==> config.mk <==
export PLATFORM = sky130hd
export DESIGN_NAME = sbrg_top
export DESIGN_NICKNAME = d
export VERILOG_FILES = /design/src/rtl/sbrg_pkg.sv /design/src/rtl/sbrg_flag.sv /design/src/rtl/sbrg_modcnt.sv /design/src/rtl/sbrg_top.sv
export SDC_FILE = /design/constraint.sdc
export NUM_CORES = 1
export LEC_CHECK = 0
export BUFFER_PORTS_ARGS = -buffer_cell sky130_fd_sc_hd__buf_2
export CAP_MARGIN = 20
export CORE_ASPECT_RATIO = 1.1
export CORE_MARGIN = 10
export CORE_UTILIZATION = 30
export DETAILED_ROUTE_END_ITERATION = 8
export GPL_TIMING_DRIVEN = 0
export PLACE_DENSITY_LB_ADDON = 0.15
export SLEW_MARGIN = 20
export SYNTH_ARGS = -nofsm -noshare
export SYNTH_HDL_FRONTEND = slang
export SYNTH_SLANG_ARGS = --single-unit
==> constraint.sdc <==
create_clock -name i_clk_sys -period 4.9 [get_ports i_clk_sys]
set_input_delay 0 -clock i_clk_sys [delete_from_list [all_inputs] [get_ports i_clk_sys]]
set_output_delay 0 -clock i_clk_sys [all_outputs]
set_load 0.01 [all_outputs]
==> src/rtl/sbrg_pkg.sv <==
package sbrg_pkg;

	// Divisor geometry
	localparam int          SBRG_DIV_W        = 13;
	localparam int          SBRG_DIVH_W       = 5;
	localparam int          SBRG_DIVL_W       = 8;
	localparam int          SBRG_OVS_W        = 5;
	localparam logic [4:0]  SBRG_OVERSAMPLE   = 5'h10;

	// Register byte offsets on the bus
	localparam int          SBRG_ADDR_W       = 5;
	localparam logic [4:0]  SBRG_OFS_DIVH     = 5'h00;
	localparam logic [4:0]  SBRG_OFS_DIVL     = 5'h04;
	localparam logic [4:0]  SBRG_OFS_CTRL     = 5'h08;
	localparam logic [4:0]  SBRG_OFS_STAT     = 5'h0C;
	localparam logic [4:0]  SBRG_OFS_GEN      = 5'h10;

	// Field positions
	localparam int          SBRG_BIT_LBK_IE   = 7;
	localparam int          SBRG_BIT_RXE_IE   = 6;
	localparam int          SBRG_BIT_RSVD     = 5;
	localparam int          SBRG_BIT_RX_ON    = 0;
	localparam int          SBRG_BIT_TX_ON    = 1;
	localparam int          SBRG_BIT_RUN      = 0;
	localparam logic [7:0]  SBRG_DIVH_WMASK   = 8'hDF;

	// Reset values
	localparam logic [7:0]  SBRG_DIVH_RST     = 8'h00;
	localparam logic [7:0]  SBRG_DIVL_RST     = 8'h01;
	localparam logic [1:0]  SBRG_CTRL_RST     = 2'h0;

endpackage

==> src/rtl/sbrg_flag.sv <==
module sbrg_flag (
	// Clock and reset
	input  wire logic i_clk_sys,
	input  wire logic i_reset,
	// Event and acknowledge
	input  wire logic i_set,
	input  wire logic i_clr,
	// Sticky state
	output logic      o_flag
);

	typedef struct packed {
		logic flag_ff;
	} sbrg_flag_type;

	sbrg_flag_type s;
	sbrg_flag_type nxt_s;

	always_comb begin
		nxt_s = s;
		// Set wins over a write-one-to-clear in the same cycle
		nxt_s.flag_ff = i_set | (s.flag_ff & ~i_clr);
	end

	always_ff @(posedge i_clk_sys) begin
		if (i_reset) begin
			s <= '{flag_ff: 1'b0};
		end else begin
			s <= nxt_s;
		end
	end

	assign o_flag = s.flag_ff;

	set_wins_a: assert property (@(posedge i_clk_sys) disable iff (i_reset)
		i_set |=> o_flag)
		else $error("Event lost against a clear");

endmodule

==> src/rtl/sbrg_modcnt.sv <==
module sbrg_modcnt
	import sbrg_pkg::*;
#(
	parameter int W = 13
) (
	// Clock and reset
	input  wire logic         i_clk_sys,
	input  wire logic         i_reset,
	// Control
	input  wire logic         i_clr,
	input  wire logic         i_step,
	input  wire logic [W-1:0] i_modulus,
	// Wrap pulse
	output logic              o_wrap
);

	typedef struct packed {
		logic [W-1:0] cnt_ff;
		logic         wrap_ff;
	} sbrg_cnt_type;

	localparam sbrg_cnt_type CNT_RST = '{cnt_ff: '0, wrap_ff: 1'b0};

	sbrg_cnt_type s;
	sbrg_cnt_type nxt_s;
	logic         at_last;

	assign at_last = (s.cnt_ff == (i_modulus - W'(1)));

	always_comb begin
		nxt_s = s;
		nxt_s.wrap_ff = 1'b0;
		// Clear wins so a restart never leaks a stale pulse
		if (i_clr) begin
			nxt_s.cnt_ff = '0;
		end else if (i_step) begin
			if (at_last) begin
				nxt_s.cnt_ff  = '0;
				nxt_s.wrap_ff = 1'b1;
			end else begin
				nxt_s.cnt_ff = s.cnt_ff + W'(1);
			end
		end
	end

	always_ff @(posedge i_clk_sys) begin
		if (i_reset) begin
			s <= CNT_RST;
		end else begin
			s <= nxt_s;
		end
	end

	assign o_wrap = s.wrap_ff;

	cnt_range_a: assert property (@(posedge i_clk_sys) disable iff (i_reset)
		(i_modulus != '0) |-> (s.cnt_ff < i_modulus) || $past(i_modulus) != i_modulus)
		else $error("Divider count left its modulus range");

endmodule

==> src/rtl/sbrg_top.sv <==
module sbrg_top
	import sbrg_pkg::*;
(
	// Clock and reset
	input  wire logic                   i_clk_sys,
	input  wire logic                   i_reset,
	// Avalon-MM slave
	input  wire logic [SBRG_ADDR_W-1:0] i_address,
	input  wire logic                   i_read,
	input  wire logic                   i_write,
	input  wire logic [31:0]            i_writedata,
	input  wire logic [3:0]             i_byteenable,
	output logic [31:0]                 o_readdata,
	output logic                        o_waitrequest,
	// Events from the receiver
	input  wire logic                   i_line_break_evt,
	input  wire logic                   i_rx_edge_evt,
	// Interrupt
	output logic                        o_irq,
	// Generator outputs
	output logic                        o_tick16,
	output logic                        o_bit_tick,
	output logic                        o_gen_run,
	output logic [SBRG_DIV_W-1:0]       o_divisor_value,
	// Serial enables
	output logic                        o_rx_on_bit,
	output logic                        o_tx_on_bit
);

	typedef struct packed {
		logic [7:0]             divh_buf_ff;
		logic [SBRG_DIVH_W-1:0] divh_work_ff;
		logic [SBRG_DIVL_W-1:0] divl_ff;
		logic [1:0]             ctrl_ff;
		logic                   armed_ff;
		logic                   run_ff;
		logic                   wait_ff;
		logic [31:0]            rdata_ff;
		logic                   irq_ff;
		logic                   tick16_ff;
		logic                   bit_tick_ff;
	} sbrg_state_type;

	localparam sbrg_state_type STATE_RST = '{
		divh_buf_ff:  SBRG_DIVH_RST,
		divh_work_ff: SBRG_DIVH_RST[SBRG_DIVH_W-1:0],
		divl_ff:      SBRG_DIVL_RST,
		ctrl_ff:      SBRG_CTRL_RST,
		armed_ff:     1'b0,
		run_ff:       1'b0,
		wait_ff:      1'b1,
		rdata_ff:     32'h0000_0000,
		irq_ff:       1'b0,
		tick16_ff:    1'b0,
		bit_tick_ff:  1'b0
	};

	sbrg_state_type s;
	sbrg_state_type nxt_s;

	logic                  req;
	logic                  acc_wr;
	logic                  wr_divh;
	logic                  wr_divl;
	logic                  wr_ctrl;
	logic                  wr_stat;
	logic                  rd_divh;
	logic                  cnt_clr;
	logic                  wrap16;
	logic                  wrap_bit;
	logic                  line_break_flag;
	logic                  rx_edge_flag;
	logic                  clr_lbk;
	logic                  clr_rxe;
	logic [SBRG_DIV_W-1:0] divisor_value;
	logic [31:0]           rd_mux;

	// One wait cycle per request, accepted on the edge where waitrequest is low
	assign req     = i_read | i_write;
	assign acc_wr  = i_write & ~s.wait_ff & i_byteenable[0];
	assign wr_divh = acc_wr & (i_address == SBRG_OFS_DIVH);
	assign wr_divl = acc_wr & (i_address == SBRG_OFS_DIVL);
	assign wr_ctrl = acc_wr & (i_address == SBRG_OFS_CTRL);
	assign wr_stat = acc_wr & (i_address == SBRG_OFS_STAT);
	assign rd_divh = i_read & s.wait_ff & (i_address == SBRG_OFS_DIVH);

	assign clr_lbk = wr_stat & i_writedata[SBRG_BIT_LBK_IE];
	assign clr_rxe = wr_stat & i_writedata[SBRG_BIT_RXE_IE];

	assign divisor_value = {s.divh_work_ff, s.divl_ff};

	// Restart on a new divisor keeps the first period exact
	assign cnt_clr = ~s.run_ff | wr_divl;

	sbrg_modcnt #(
		.W(SBRG_DIV_W)
	) u_div16 (
		.i_clk_sys (i_clk_sys),
		.i_reset   (i_reset),
		.i_clr     (cnt_clr),
		.i_step    (1'b1),
		.i_modulus (divisor_value),
		.o_wrap    (wrap16)
	);

	sbrg_modcnt #(
		.W(SBRG_OVS_W)
	) u_div_bit (
		.i_clk_sys (i_clk_sys),
		.i_reset   (i_reset),
		.i_clr     (cnt_clr),
		.i_step    (wrap16),
		.i_modulus (SBRG_OVERSAMPLE),
		.o_wrap    (wrap_bit)
	);

	sbrg_flag u_flag_lbk (
		.i_clk_sys (i_clk_sys),
		.i_reset   (i_reset),
		.i_set     (i_line_break_evt),
		.i_clr     (clr_lbk),
		.o_flag    (line_break_flag)
	);

	sbrg_flag u_flag_rxe (
		.i_clk_sys (i_clk_sys),
		.i_reset   (i_reset),
		.i_set     (i_rx_edge_evt),
		.i_clr     (clr_rxe),
		.o_flag    (rx_edge_flag)
	);

	always_comb begin
		rd_mux = 32'h0000_0000;
		unique case (i_address)
			SBRG_OFS_DIVH: begin
				rd_mux[7:0] = s.divh_buf_ff & SBRG_DIVH_WMASK;
			end
			SBRG_OFS_DIVL: begin
				rd_mux[7:0] = s.divl_ff;
			end
			SBRG_OFS_CTRL: begin
				rd_mux[1:0] = s.ctrl_ff;
			end
			SBRG_OFS_STAT: begin
				rd_mux[SBRG_BIT_LBK_IE] = line_break_flag;
				rd_mux[SBRG_BIT_RXE_IE] = rx_edge_flag;
			end
			SBRG_OFS_GEN: begin
				rd_mux[SBRG_BIT_RUN] = s.run_ff;
			end
			default: begin
				rd_mux = 32'h0000_0000;
			end
		endcase
	end

	always_comb begin
		nxt_s = s;
		// Bus handshake
		if (s.wait_ff) begin
			nxt_s.wait_ff = ~req;
			nxt_s.rdata_ff = i_read ? rd_mux : 32'h0000_0000;
		end else begin
			nxt_s.wait_ff = 1'b1;
		end
		// High half only buffered; reserved bit dropped
		if (wr_divh) begin
			nxt_s.divh_buf_ff = i_writedata[7:0] & SBRG_DIVH_WMASK;
		end
		// Low write commits the buffered high half
		if (wr_divl) begin
			nxt_s.divl_ff      = i_writedata[7:0];
			nxt_s.divh_work_ff = s.divh_buf_ff[SBRG_DIVH_W-1:0];
		end
		if (wr_ctrl) begin
			nxt_s.ctrl_ff[SBRG_BIT_RX_ON] = i_writedata[SBRG_BIT_RX_ON];
			nxt_s.ctrl_ff[SBRG_BIT_TX_ON] = i_writedata[SBRG_BIT_TX_ON];
			if (i_writedata[SBRG_BIT_RX_ON] | i_writedata[SBRG_BIT_TX_ON]) begin
				nxt_s.armed_ff = 1'b1;
			end
		end
		// Zero divisor means fully stopped, no switching
		nxt_s.run_ff = s.armed_ff & (divisor_value != '0);
		nxt_s.tick16_ff   = wrap16 & ~cnt_clr;
		nxt_s.bit_tick_ff = wrap_bit & ~cnt_clr;
		nxt_s.irq_ff = (line_break_flag & s.divh_buf_ff[SBRG_BIT_LBK_IE])
			| (rx_edge_flag & s.divh_buf_ff[SBRG_BIT_RXE_IE]);
	end

	always_ff @(posedge i_clk_sys) begin
		if (i_reset) begin
			s <= STATE_RST;
		end else begin
			s <= nxt_s;
		end
	end

	assign o_readdata      = s.rdata_ff;
	assign o_waitrequest   = s.wait_ff;
	assign o_irq           = s.irq_ff;
	assign o_tick16        = s.tick16_ff;
	assign o_bit_tick      = s.bit_tick_ff;
	assign o_gen_run       = s.run_ff;
	assign o_divisor_value = divisor_value;
	assign o_rx_on_bit     = s.ctrl_ff[SBRG_BIT_RX_ON];
	assign o_tx_on_bit     = s.ctrl_ff[SBRG_BIT_TX_ON];

	// Period checker helpers
	logic [SBRG_DIV_W-1:0] gap_ff;
	logic                  seen_ff;
	logic [SBRG_OVS_W-1:0] t16_cnt_ff;
	logic                  bit_seen_ff;

	always_ff @(posedge i_clk_sys) begin
		if (i_reset || cnt_clr) begin
			gap_ff      <= '0;
			seen_ff     <= 1'b0;
			t16_cnt_ff  <= '0;
			bit_seen_ff <= 1'b0;
		end else begin
			gap_ff <= o_tick16 ? '0 : gap_ff + SBRG_DIV_W'(1);
			if (o_tick16) begin
				seen_ff <= 1'b1;
			end
			if (o_bit_tick) begin
				// A tick in the same cycle opens the next count
				t16_cnt_ff  <= o_tick16 ? SBRG_OVS_W'(1) : '0;
				bit_seen_ff <= 1'b1;
			end else if (o_tick16) begin
				t16_cnt_ff <= t16_cnt_ff + SBRG_OVS_W'(1);
			end
		end
	end

	high_buffer_hold_a: assert property (@(posedge i_clk_sys) disable iff (i_reset)
		$changed(s.divh_work_ff) |-> $past(wr_divl))
		else $error("Working high half changed without a low write");

	gen_idle_unarmed_a: assert property (@(posedge i_clk_sys) disable iff (i_reset)
		!s.armed_ff |-> !o_gen_run && !o_tick16 && !o_bit_tick)
		else $error("Generator ran before being enabled");

	zero_divisor_stop_a: assert property (@(posedge i_clk_sys) disable iff (i_reset)
		(divisor_value == '0) [*3] |-> !o_gen_run && !o_tick16 && !o_bit_tick)
		else $error("Generator active with zero divisor");

	tick_period_a: assert property (@(posedge i_clk_sys) disable iff (i_reset)
		(o_tick16 && seen_ff) |-> (gap_ff == divisor_value - SBRG_DIV_W'(1)))
		else $error("Oversample tick period differs from divisor");

	bit_period_a: assert property (@(posedge i_clk_sys) disable iff (i_reset)
		(o_bit_tick && bit_seen_ff) |-> (t16_cnt_ff == SBRG_OVERSAMPLE))
		else $error("Bit tick is not every sixteen oversample ticks");

	divisor_compose_a: assert property (@(posedge i_clk_sys) disable iff (i_reset)
		wr_divl |=> (o_divisor_value[7:0] == $past(i_writedata[7:0]))
			&& (o_divisor_value[12:8] == $past(s.divh_buf_ff[4:0])))
		else $error("Divisor not composed from the two halves");

	break_irq_a: assert property (@(posedge i_clk_sys) disable iff (i_reset)
		(line_break_flag && s.divh_buf_ff[SBRG_BIT_LBK_IE]) |=> o_irq)
		else $error("Line break did not raise the interrupt");

	edge_irq_a: assert property (@(posedge i_clk_sys) disable iff (i_reset)
		(rx_edge_flag && s.divh_buf_ff[SBRG_BIT_RXE_IE]) |=> o_irq)
		else $error("Receive edge did not raise the interrupt");

	irq_masked_a: assert property (@(posedge i_clk_sys) disable iff (i_reset)
		!(line_break_flag && s.divh_buf_ff[SBRG_BIT_LBK_IE])
			&& !(rx_edge_flag && s.divh_buf_ff[SBRG_BIT_RXE_IE]) |=> !o_irq)
		else $error("Interrupt raised without an enabled flag");

	reserved_bit_a: assert property (@(posedge i_clk_sys) disable iff (i_reset)
		rd_divh |=> !o_readdata[SBRG_BIT_RSVD])
		else $error("Reserved high bit read as one");

	bus_answer_a: assert property (@(posedge i_clk_sys) disable iff (i_reset)
		(req && s.wait_ff) |=> !o_waitrequest ##1 o_waitrequest)
		else $error("Bus answer not one cycle long");

	lane_ignored_a: assert property (@(posedge i_clk_sys) disable iff (i_reset)
		(i_write && !s.wait_ff && !i_byteenable[0]) |=> $stable(s.divl_ff)
			&& $stable(s.divh_buf_ff) && $stable(s.ctrl_ff))
		else $error("Write with lane 0 off changed a register");

	rdata_idle_a: assert property (@(posedge i_clk_sys) disable iff (i_reset)
		(s.wait_ff && !req) |=> (o_readdata == 32'h0000_0000))
		else $error("Read data not cleared when idle");

	arm_on_enable_a: assert property (@(posedge i_clk_sys) disable iff (i_reset)
		(wr_ctrl && (i_writedata[SBRG_BIT_RX_ON] || i_writedata[SBRG_BIT_TX_ON])) |=> s.armed_ff)
		else $error("Enable write did not arm the generator");

	run_follows_a: assert property (@(posedge i_clk_sys) disable iff (i_reset)
		(s.armed_ff && (divisor_value != '0)) |=> o_gen_run)
		else $error("Generator not running although armed with a divisor");

	tick_needs_run_a: assert property (@(posedge i_clk_sys) disable iff (i_reset)
		o_tick16 |-> $past(o_gen_run))
		else $error("Oversample tick while generator stopped");

	bit_under_tick_a: assert property (@(posedge i_clk_sys) disable iff (i_reset)
		o_bit_tick |-> $past(o_tick16))
		else $error("Bit tick without a preceding oversample tick");

	flag_stands_a: assert property (@(posedge i_clk_sys) disable iff (i_reset)
		(line_break_flag && !clr_lbk) |=> line_break_flag)
		else $error("Line break flag dropped without a clear");

	ctrl_write_a: assert property (@(posedge i_clk_sys) disable iff (i_reset)
		wr_ctrl |=> (o_rx_on_bit == $past(i_writedata[SBRG_BIT_RX_ON]))
			&& (o_tx_on_bit == $past(i_writedata[SBRG_BIT_TX_ON])))
		else $error("Control write did not land");

	tick_seen_c: cover property (@(posedge i_clk_sys) disable iff (i_reset)
		o_tick16 && seen_ff);

	bit_tick_c: cover property (@(posedge i_clk_sys) disable iff (i_reset)
		o_bit_tick && bit_seen_ff);

	irq_raise_c: cover property (@(posedge i_clk_sys) disable iff (i_reset)
		!o_irq ##1 o_irq);

	divisor_commit_c: cover property (@(posedge i_clk_sys) disable iff (i_reset)
		wr_divh ##[1:20] wr_divl);

	run_stop_c: cover property (@(posedge i_clk_sys) disable iff (i_reset)
		o_gen_run ##1 !o_gen_run);

endmodule

== Yosys cells after proc, flatten, opt, wreduce, memory -nomap -nowiden ==
Cells that the tools add are included.

* Reduce and logical (&&, ||, !) cells: 7
* Add/subtract/negate cells: 3
* Multiplexer cells: 8
* Equality and inequality tests: 6
* Bitwise gates (word level): 28

{| class="wikitable"
|+ Operators with widths
! operator !! number
|-
| $and 1x1->1 || 15
|-
| $eq 5x4->1 const B || 3
|-
| $add 13x1->13 const B || 1
|-
| $eq 13x13->1 || 1
|-
| $reduce_bool 13->1 || 1
|-
| $sub 13x1->13 const B || 1
|-
| $mux 8 || 1
|-
| $pmux 4 s2 || 1
|-
| $not 1->1 || 7
|-
| $or 1x1->1 || 6
|-
| $pmux 2 s3 || 1
|-
| $reduce_or 3->1 || 2
|-
| $add 5x1->5 const B || 1
|-
| $eq 5x3->1 const B || 1
|-
| $eq 5x5->1 const B || 1
|-
| $logic_not 5->1 || 1
|-
| $mux 5 || 1
|-
| $pmux 1 s4 || 1
|-
| $reduce_or 2->1 || 2
|-
| $pmux 1 s3 || 1
|-
| $mux 1 || 2
|-
| $reduce_and 2->1 || 1
|}

* Bits in registers: 82
* Bits of input ports: 47

== Logic depth before layout (Yosys ltp) ==
Gate-level depths: netlist (run 1).

* Word-level depth: 8
* Gate-level depth with buffers: 9
* Mapped depth without buffers: 8

== Cells and area by module ==
From an unflattened synthesis (run 1), not the netlist that was laid out.

* Cells, all modules: 403
* Area total of the unflattened synthesis: 3757.4 um^2

{| class="wikitable"
|+ By module, submodules not included
! module !! instances !! sequential area each (um^2) !! cells an instance !! area each (um^2)
|-
| sbrg_top || 1 || 720.7 || 216 || 2065.7
|-
| sbrg_modcnt (u_div16) || 1 || 280.3 || 141 || 1252.5
|-
| sbrg_modcnt (u_div_bit) || 1 || 120.1 || 38 || 361.6
|-
| sbrg_flag || 2 || 20.0 || 4 || 38.8
|}

== Least setup slack after synthesis (run 1) ==
No wires, ideal clock.

* Kind: reg2reg
* Start point: register s, in the netlist o_divisor_value[0]
* End point: register u_div16.s[10] (netlist name)
* Period minus slack after synthesis: 2349 ps
* Setup time: 132 ps
* Data required time: 4768 ps
* Setup slack: 2551 ps
* Stages on the path, launching flop included: 10
* Arrival time: 2217 ps
* Cell sequence: dfxtp_1 > inv_1 > ha_1 > or3b_4 > nor3_2 > nor4b_1 > a41oi_1 > a2111oi_4 > buf_6 > nor3_1

* Word-level cells in the longest chain between the ends: 3

{| class="wikitable"
|+ RTL lines
! what !! line !! source
|-
| start: declaration || sbrg_top.sv:58 || <nowiki>sbrg_state_type s;</nowiki>
|-
| start signal: assignment || sbrg_top.sv:195 || <nowiki>s <= nxt_s;</nowiki>
|-
| $sub 13x1->13 || sbrg_modcnt.sv:28 || <nowiki>assign at_last = (s.cnt_ff == (i_modulus - W'(1)));</nowiki>
|-
| $eq 13x13->1 || sbrg_modcnt.sv:28 ||
|-
| $reduce_or 3->1 (no line) || n/a ||
|-
| end signal: assignment || sbrg_modcnt.sv:50 || <nowiki>s <= nxt_s;</nowiki>
|-
| end: declaration || sbrg_modcnt.sv:24 || <nowiki>sbrg_cnt_type s;</nowiki>
|}

Every way passes these cells.
A chain may end at the register's enable or synchronous reset.

== Worst setup path after layout (run 1) ==
* Start point: register s, in the netlist o_divisor_value[0]
* End point: register u_div16.s[11] (netlist name)

The elaborated chain is that of the path after synthesis.

==> metrics.txt, run 1 <==
max_cap viols=0; CTS tree=built; critical path arrival=3.02 ns; fin worst setup slack=2.09 ns; first-pass GRT wire length=13.6 mm; Total GRT Usage=0.118; Sink Count=58; layout cell share with drive strength beyond 1=0.251; FP Rows=38; Max Root-Sink Buffers=2; PwrDens=256 nW/µm²; final wirelength=8.53 mm; Residual DRC=0; DR pass1 iterations=4; Slew @ Worst Pin=1.02 ns; Layout area overhead=27.0%; Top FF cell, synth=dfxtp_1; CTS Buf Count=9; GRT Max-Usage Layer=met2; via count=2726; min Tclk post-route=2.81 ns; # IOs=99; Fmax=356 MHz; Area after DPL=3530 µm²; area leader, netlist=dfxtp_1; gpl congestion=0.839; Nets=516; Congestion Overflow GR=0; Leakage Power=0.00167 µW; Startpoint Class=flop; kind of path behind the tightest hold check=primary input to flop; Tcrit/Tclk final=0.573; final core utilization=0.391; worst-path fanout max=10; fin area=3890 µm²; die width=116 µm; critical path class=flop to flop; count of input and output buffers=46; Via density=4.62; Syn Inst Count=369; synth top area cells=dfxtp_1 (38%), buf_4 (11%), nand2_1 (7.2%); number of global-route vias before repair=2687; Synth Area per Inst=8.30 µm²; status=complete, no violations; drt wl/cell=14.5 µm; Worst-Skew Late Latency=0.35 ns; DR iter-0 viols=136; core footprint=9940 µm²; r2r setup slk=2.09 ns; commonest non-fill, non-tap cells in the layout=nand2_1 (59), dfxtp_1 (58), buf_2 (47), buf_4 (45), nor2_1 (29); post-synthesis cell area=3060 µm²; number of flops mapped to enable cells by yosys=0; die area=14700 µm²; largest net degree at the start of global routing=12; Clock Pin Slew Worst Setup and Hold Paths=0.07 ns; Rel. slew slack=0.317; HPWL Detailed=6.40 mm; Worst setup EP type=flop; Fin. Hold Viols=0; Seq/Total Area, Yosys=0.379; GR Util met3=0.0318; Unique masters post-synth=48; ys async rst share=0; n_diodes=0; H-tree levels=3; commonest non-fill, non-tap cell in the layout=nand2_1; WP data required=5.11 ns; GR Util met1=0.148; Worst VDD drop=0.153 mV; starting density of the core=0.308; Ys Warns=0; Yosys reg bits=58; Setup TNS Final=0 ns; skew final=0.00858 ns; Post-DRT Antenna Nets=0; met2 usage=0.180; initial antenna violation count=0; final number of max-transition violations=0; CTS Root Cell=clkbuf_8; Post-CTS Resized=0; Final Setup Violations=0; die height=126 µm; post-place setup slack=2.08 ns; RSZ-0062 raised after global routing=false; post-synth top area share=0.379
## flip-flops by register name (all words and copies together), names as in the netlist
register and cells:
o_bit_tick 1, o_divisor_value 13, o_gen_run 1, o_irq 1
o_readdata 8, o_rx_on_bit 1, o_tick16 1, o_tx_on_bit 1
o_waitrequest 1, s 8, u_div16.o_wrap 1, u_div16.s 13
u_div_bit.o_wrap 1, u_div_bit.s 5, u_flag_lbk.o_flag 1, u_flag_rxe.o_flag 1
## layout make-up
class	instances	area (µm²)
multi-input combinational	269	1560
clock inverter	6	66.3
inverter	6	22.5
sequential	58	1160
fill	1040	6050
tap	120	150
timing repair buffer	62	390
buffer	59	413
clock buffer	10	128
## cells by family after synthesis
logic type	Yosys count	synth area share
other cells	1	0.00122
flops	58	0.379
xor+xnor	32	0.0915
compound gates	54	0.121
simple gates	152	0.239
fa+ha+maj	4	0.0163
buf+inv	65	0.142
mux	3	0.00980
## synthesized netlist by cell type, types with 5 or more instances
master and instances:
a22oi_1 6, xor2_1 12, buf_4 45, and3_1 10, nor3_1 19, nand3_1 9
clkbuf_1 10, nand2_1 59, nor2_1 29, a21oi_1 26, dfxtp_1 58, inv_1 5
xnor2_1 20
## worst max-delay path, cell delays in order (launching register included)
cell       delay, ns
dfxtp_1         0.38
inv_1           0.18
ha_1            0.24
or3b_4          0.43
nor3_2          0.20
nor4b_1         0.28
a41oi_1         0.13
a2111oi_4       0.56
buf_6           0.21
nor3_1          0.06
## final timing paths
path                                   startpoint                  endpoint  cells past startpoint
setup / recovery  o_divisor_value[0]$_SDFFE_PP1P_  u_div16.s[11]$_SDFF_PP0_                      9
hold / removal                       i_address[0]  o_tx_on_bit$_SDFFE_PP0P_                      4
setup reg to reg  o_divisor_value[0]$_SDFFE_PP1P_  u_div16.s[11]$_SDFF_PP0_                      9
hold reg to reg       u_div_bit.o_wrap$_SDFF_PP0_     o_bit_tick$_SDFF_PP0_                      1
## metrics by stage
step	instances	hold WS, ns	total power (µW)
finish	590	0.0539	995
global route	590	0.0740	1020
CTS	590	0.0803	1000
detailed placement	558	0.226	544
global placement	558	0.209	544
floorplan	392	0.116	524
## layer usage
metal / routed length, µm / share of wire / up-vias
met1: 4050 / 0.47 / 1241
met3: 562 / 0.066 / 8
met5: 0 / 0 / -
met2: 3790 / 0.44 / 85
met4: 129 / 0.015 / 0
li1: - / - / 1392
## repair_timing
| action | CTS | global route |
|---|---|---|
| hold buffers | 16 | 0 |
| endpoints found under the hold margin | 21 | 0 |
| setup buffers | 0 | 0 |
## report_power, final
| part | internal (µW) | switching (µW) | leakage, µW | total [µW] |
|---|---|---|---|---|
| Combinational | 33.4 | 36.5 | 0.00111 | 69.9 |
| Sequential | 473 | 2.25 | 0.000468 | 475 |
| Clock | 236 | 214 | 0.0000889 | 449 |
(Power assumes the default switching activity.)
==> inputs of run 2 (changes only) <==
- clock period: 4.9 -> 2.7 ns (I/O delays scaled with it)
==> run 2 against run 1 <==
Global-route usage grew 0.068 points. Combinational power grew 86%. Register-to-register slack lost 1.9 ns. Clock power grew 82%. Sequential share of layout area shrank 0.43 points. Sequential power grew 82%. Non-clock buffer count grew 3. Die area is the same. Final area grew 1.7%. Largest power group unchanged. Fmax grew 11%. Utilization grew 0.65 points. Critical path type unchanged. Clock-buffer cell count is the same.
==> metrics.txt, run 2 (synthesized netlist as in run 1, its figures left out) <==
drt wl/cell=14.6 µm; CTS Buf Count=9; DR iter-0 viols=160; PwrDens=458 nW/µm²; CTS tree=built; FILL cells=1031; critical path class=flop to flop; Post-DRT Antenna Nets=0; Layout area overhead=29.1%; die width=116 µm; fin area=3960 µm²; Sink Count=58; initial antenna violation count=0; hold path endpoint=o_tx_on_bit$_SDFFE_PP0P_; WP data required=2.93 ns; Fin. Hold Viols=0; CTS Root Cell=clkbuf_8; final number of max-transition violations=0; Congestion Overflow GR=0; Tcrit/Tclk final=0.939; Residual DRC=0; commonest non-fill, non-tap cells in the layout=nand2_1 (59), dfxtp_1 (56), buf_4 (48), buf_2 (47), nor2_1 (29); die height=126 µm; count of input and output buffers=46; Final Setup Violations=0; worst flop-to-flop path endpoint=u_div16.s[8]$_SDFF_PP0_; hold path cells=4; largest net degree at the start of global routing=12; final wirelength=8.63 mm; worst r2r src=o_divisor_value[0]$_SDFFE_PP1P_; Setup TNS Final=0 ns; number of global-route vias before repair=2701; n_diodes=0; min-delay src=i_address[0]; die area=14700 µm²; Max Root-Sink Buffers=2; critical path arrival=2.76 ns; Slew @ Worst Pin=0.938 ns; starting density of the core=0.308; Nets=519; gpl congestion=0.839; Worst VDD drop=0.282 mV; Total GRT Usage=0.119; max_cap viols=0; Clock Pin Slew Worst Setup and Hold Paths=0.08 ns; skew final=0.0104 ns; Slowest Stage Delay on Critical Path=0.53 ns; Multi-input gate area=1600 µm²; crit path cell chain=inv_4, ha_4, or3b_4, nor3_4, nor4b_2, a41oi_2, a2111oi_4, buf_4, nor3_1; # IOs=99; worst-path fanout max=5; Worst setup EP type=flop; status=complete, no violations; Fmax=395 MHz; min Tclk post-route=2.53 ns; core footprint=9940 µm²; final core utilization=0.398; Startpoint Class=flop; H-tree levels=3; Total Power=1810 µW; hold slack=0.0489 ns; Via density=4.63; Worst-Skew Late Latency=0.35 ns; r2r setup slk=0.17 ns; FP Rows=38; DR pass1 iterations=4; critical path's slowest cell=a2111oi_4; Leakage Power=0.00168 µW; HPWL Detailed=6.40 mm; Area after DPL=3530 µm²; layout cell share with drive strength beyond 1=0.273; Register Area=1160 µm²; R2R cell count=9; via count=2746; commonest non-fill, non-tap cell in the layout=nand2_1; first-pass GRT wire length=13.7 mm; kind of path behind the tightest hold check=primary input to flop; Rel. slew slack=0.370
## run 2: power breakdown
part           internal [µW]  total, µW  switching (µW)  leakage (µW)
combinational           62.7        130            67.0       0.00112
clock                    427        818             391     0.0000889
sequential               859        863            4.20      0.000468
## run 2: per-layer routing
layer,GRT usage,vias up,part of all wire
met4,0.0604,0,0.018
met2,0.181,81,0.44
met5,0,-,0
met1,0.149,1256,0.48
met3,0.0318,9,0.065
li1,-,1400,-
## run 2: final cells by class
type | instances | share of cell area
flip-flops and latches | 58 | 0.294
clock inverters | 6 | 0.0168
inverters | 6 | 0.00633
repair buffers | 65 | 0.104
multi-input cells | 269 | 0.404
plain buffers | 59 | 0.104
well taps | 120 | 0.0380
clock buffers | 10 | 0.0323
## run 2: worst max-delay path by stage
stage | start | end | slack [ns]
after detailed placement | o_divisor_value[0]$_SDFFE_PP1P_ | u_div16.s[9]$_SDFF_PP0_ | -0.12
after global placement | o_divisor_value[0]$_SDFFE_PP1P_ | u_div16.s[10]$_SDFF_PP0_ | -0.02
final | o_divisor_value[0]$_SDFFE_PP1P_ | u_div16.s[8]$_SDFF_PP0_ | 0.17
after floorplan | o_divisor_value[0]$_SDFFE_PP1P_ | u_div16.s[10]$_SDFF_PP0_ | 0.35
after global routing | o_divisor_value[1]$_SDFFE_PP0P_ | u_div16.s[1]$_SDFF_PP0_ | -0.0006
after CTS | o_divisor_value[0]$_SDFFE_PP1P_ | u_div16.s[13]$_SDFF_PP0_ | 0.06
## run 2: critical path, delay by kind of cell (launching register included)
family	cells	cell delay (ns)
compound gates	2	0.62
flops	1	0.37
fa+ha+maj	1	0.15
buf+inv	2	0.32
simple gates	4	0.95
## run 2: per-stage QoR
stage / cells / worst slack, ns
3_3_place_gp: 558 / -0.0161
3_5_place_dp: 558 / -0.119
4_1_cts: 592 / 0.0556
6_report: 593 / 0.165
5_1_grt: 593 / -0.000551
2_1_floorplan: 392 / 0.351
## run 2: timing repair
item / in CTS / in global routing
hold buffers: 16 / 0
pin swaps: 1 / 3
setup buffers: 2 / 0
cloned: 0 / 1
endpoints found under the hold margin: 21 / 0
setup endpoints to repair: 10 / 14
gates resized for setup: 1 / 11
==> inputs of run 3 (changes only) <==
- BUFFER_PORTS_ARGS: -buffer_cell sky130_fd_sc_hd__buf_2 -> -buffer_cell sky130_fd_sc_hd__buf_4
==> run 3 against run 2 <==
Power up 5.6%. Sequential share of layout area down 0.91 points. Fmax down 1.8%. Global-route usage about the same. Setup slack worse by 0.047 ns. Flip-flop and latch count unchanged. First-iteration DRC count down 29%. Register-to-register slack worse by 0.05 ns. Final cell count up 0.17%. Non-clock buffer count up 1. Wire length down 0.60%. Critical path type unchanged. Largest cell class unchanged.
==> metrics.txt, run 3 (synthesized netlist as in run 1, its figures left out) <==
status=complete, no violations; Nets=520; FILL cells=1024; CTS Buf Count=9; Total GRT Usage=0.119; min Tclk post-route=2.58 ns; Leakage Power=0.00171 µW; Rel. slew slack=0.356; hold slack=0.0138 ns; largest net degree at the start of global routing=11; switching part of the total=0.231; Startpoint Class=flop; initial antenna violation count=0; number of global-route vias before repair=2689; # IOs=99; R2R cell count=10; Tcrit/Tclk final=0.956; final wirelength=8.58 mm; Internal Power=1470 µW; Area after DPL=3640 µm²; CTS Root Cell=clkbuf_8; count of input and output buffers=46; critical path class=flop to flop; Reg power frac=0.451; DR pass1 iterations=4; Final Setup Violations=0; drt wl/cell=14.4 µm; H-tree levels=3; hold path cells=4; commonest non-fill, non-tap cell in the layout=buf_4; Layout Cells excl Fill=594; CTS tree=built; die area=14700 µm²; worst-path fanout max=5; final number of max-transition violations=0; Sink Count=58; RSZ-0062 raised after global routing=false; critical path arrival=2.80 ns; max_cap viols=0; HPWL Detailed=6.43 mm; worst r2r src=o_divisor_value[0]$_SDFFE_PP1P_; starting density of the core=0.308; DR iter-0 viols=113; die height=126 µm; Slew @ Worst Pin=0.958 ns; Worst setup EP type=flop; Clock Pin Slew Worst Setup and Hold Paths=0.07 ns; WP data required=2.92 ns; die width=116 µm; Worst VDD drop=0.223 mV; PwrDens=470 nW/µm²; Post-DRT Antenna Nets=0; Residual DRC=0; Setup crit start=o_divisor_value[0]$_SDFFE_PP1P_; core footprint=9940 µm²; Max Root-Sink Buffers=2; via count=2723; n_diodes=0; placed cell count=558; Fin. Hold Viols=0; Via density=4.58; Layout area overhead=33.0%; share of power burned in the clock network=0.476; skew final=0.0106 ns; Worst-Skew Late Latency=0.36 ns; commonest non-fill, non-tap cells in the layout=buf_4 (94), nand2_1 (59), dfxtp_1 (58), nor2_1 (29), a21oi_1 (26); switching pwr=441 µW; first-pass GRT wire length=13.5 mm; Congestion Overflow GR=0; FP Rows=38; Fmax=387 MHz; Logic pwr share=0.072; fin area=4070 µm²; min-delay src=i_address[1]; gpl congestion=0.830; kind of path behind the tightest hold check=primary input to flop; layout cell share with drive strength beyond 1=0.266
-- run 3: area by class of cell --
type                       count  area [µm²]  share of cell area
inverter                       6        22.5             0.00553
sequential                    58        1160               0.285
timing repair buffer          66         533               0.131
clock buffer                  11         141              0.0347
multi-input combinational    269        1570               0.386
tap                          120         150              0.0369
buffer                        59         413               0.101
clock inverter                 5        77.6              0.0190
-- run 3: timing repair --
item                                   CTS  global route
pin swaps                                1             1
setup buffers                            2             1
gates cloned                             0             1
endpoints found under the hold margin   22             0
setup endpoints to repair               10            14
gates resized for setup                  0             5
hold buffers                            16             0
-- run 3: path summary, 6_finish.rpt --
check | to | slack, ns
min reg2reg | o_bit_tick$_SDFF_PP0_ | 0.43
max reg2reg | u_div16.s[1]$_SDFF_PP0_ | 0.12
max | u_div16.s[1]$_SDFF_PP0_ | 0.12
min | o_rx_on_bit$_SDFFE_PP0P_ | 0.01
-- run 3: power groups by stage --
stage | logic [µW] | registers [µW] | clock network [µW]
floorplan | 69.8 | 882 | 0
finish | 138 | 863 | 911
global placement | 113 | 882 | 0
global route | 152 | 863 | 959
CTS | 134 | 863 | 926
detailed placement | 113 | 882 | 0
-- run 3: worst max-delay path, cell delays in order (launching register included) --
cell and delay [ns]:
dfxtp_1 0.38, inv_2 0.13, ha_2 0.21, or3b_4 0.42, nor3_4 0.16, xor2_1 0.17
a41oi_1 0.19, a2111oi_4 0.43, buf_4 0.19, buf_6 0.11, nor3_1 0.04
-- run 3: stage by stage --
| step | util | power [µW] | setup TNS, ns | setup WS, ns |
|---|---|---|---|---|
| after global placement | 0.367 | 995 | -0.0882 | -0.0155 |
| after global routing | 0.410 | 1970 | 0 | 0.00330 |
| after CTS | 0.406 | 1920 | 0 | 0.0535 |
| after detailed placement | 0.367 | 995 | -0.409 | -0.0510 |
| after floorplan | - | 952 | 0 | 0.351 |
| final | 0.410 | 1910 | 0 | 0.119 |
-- run 3: layer usage --
| layer | wire (µm) | vias to the layer above | GRT usage |
|---|---|---|---|
| met4 | 210 | 0 | 0.0707 |
| li1 | - | 1405 | - |
| met2 | 3780 | 69 | 0.174 |
| met3 | 612 | 13 | 0.0389 |
| met5 | 0 | - | 0 |
| met1 | 3970 | 1236 | 0.147 |
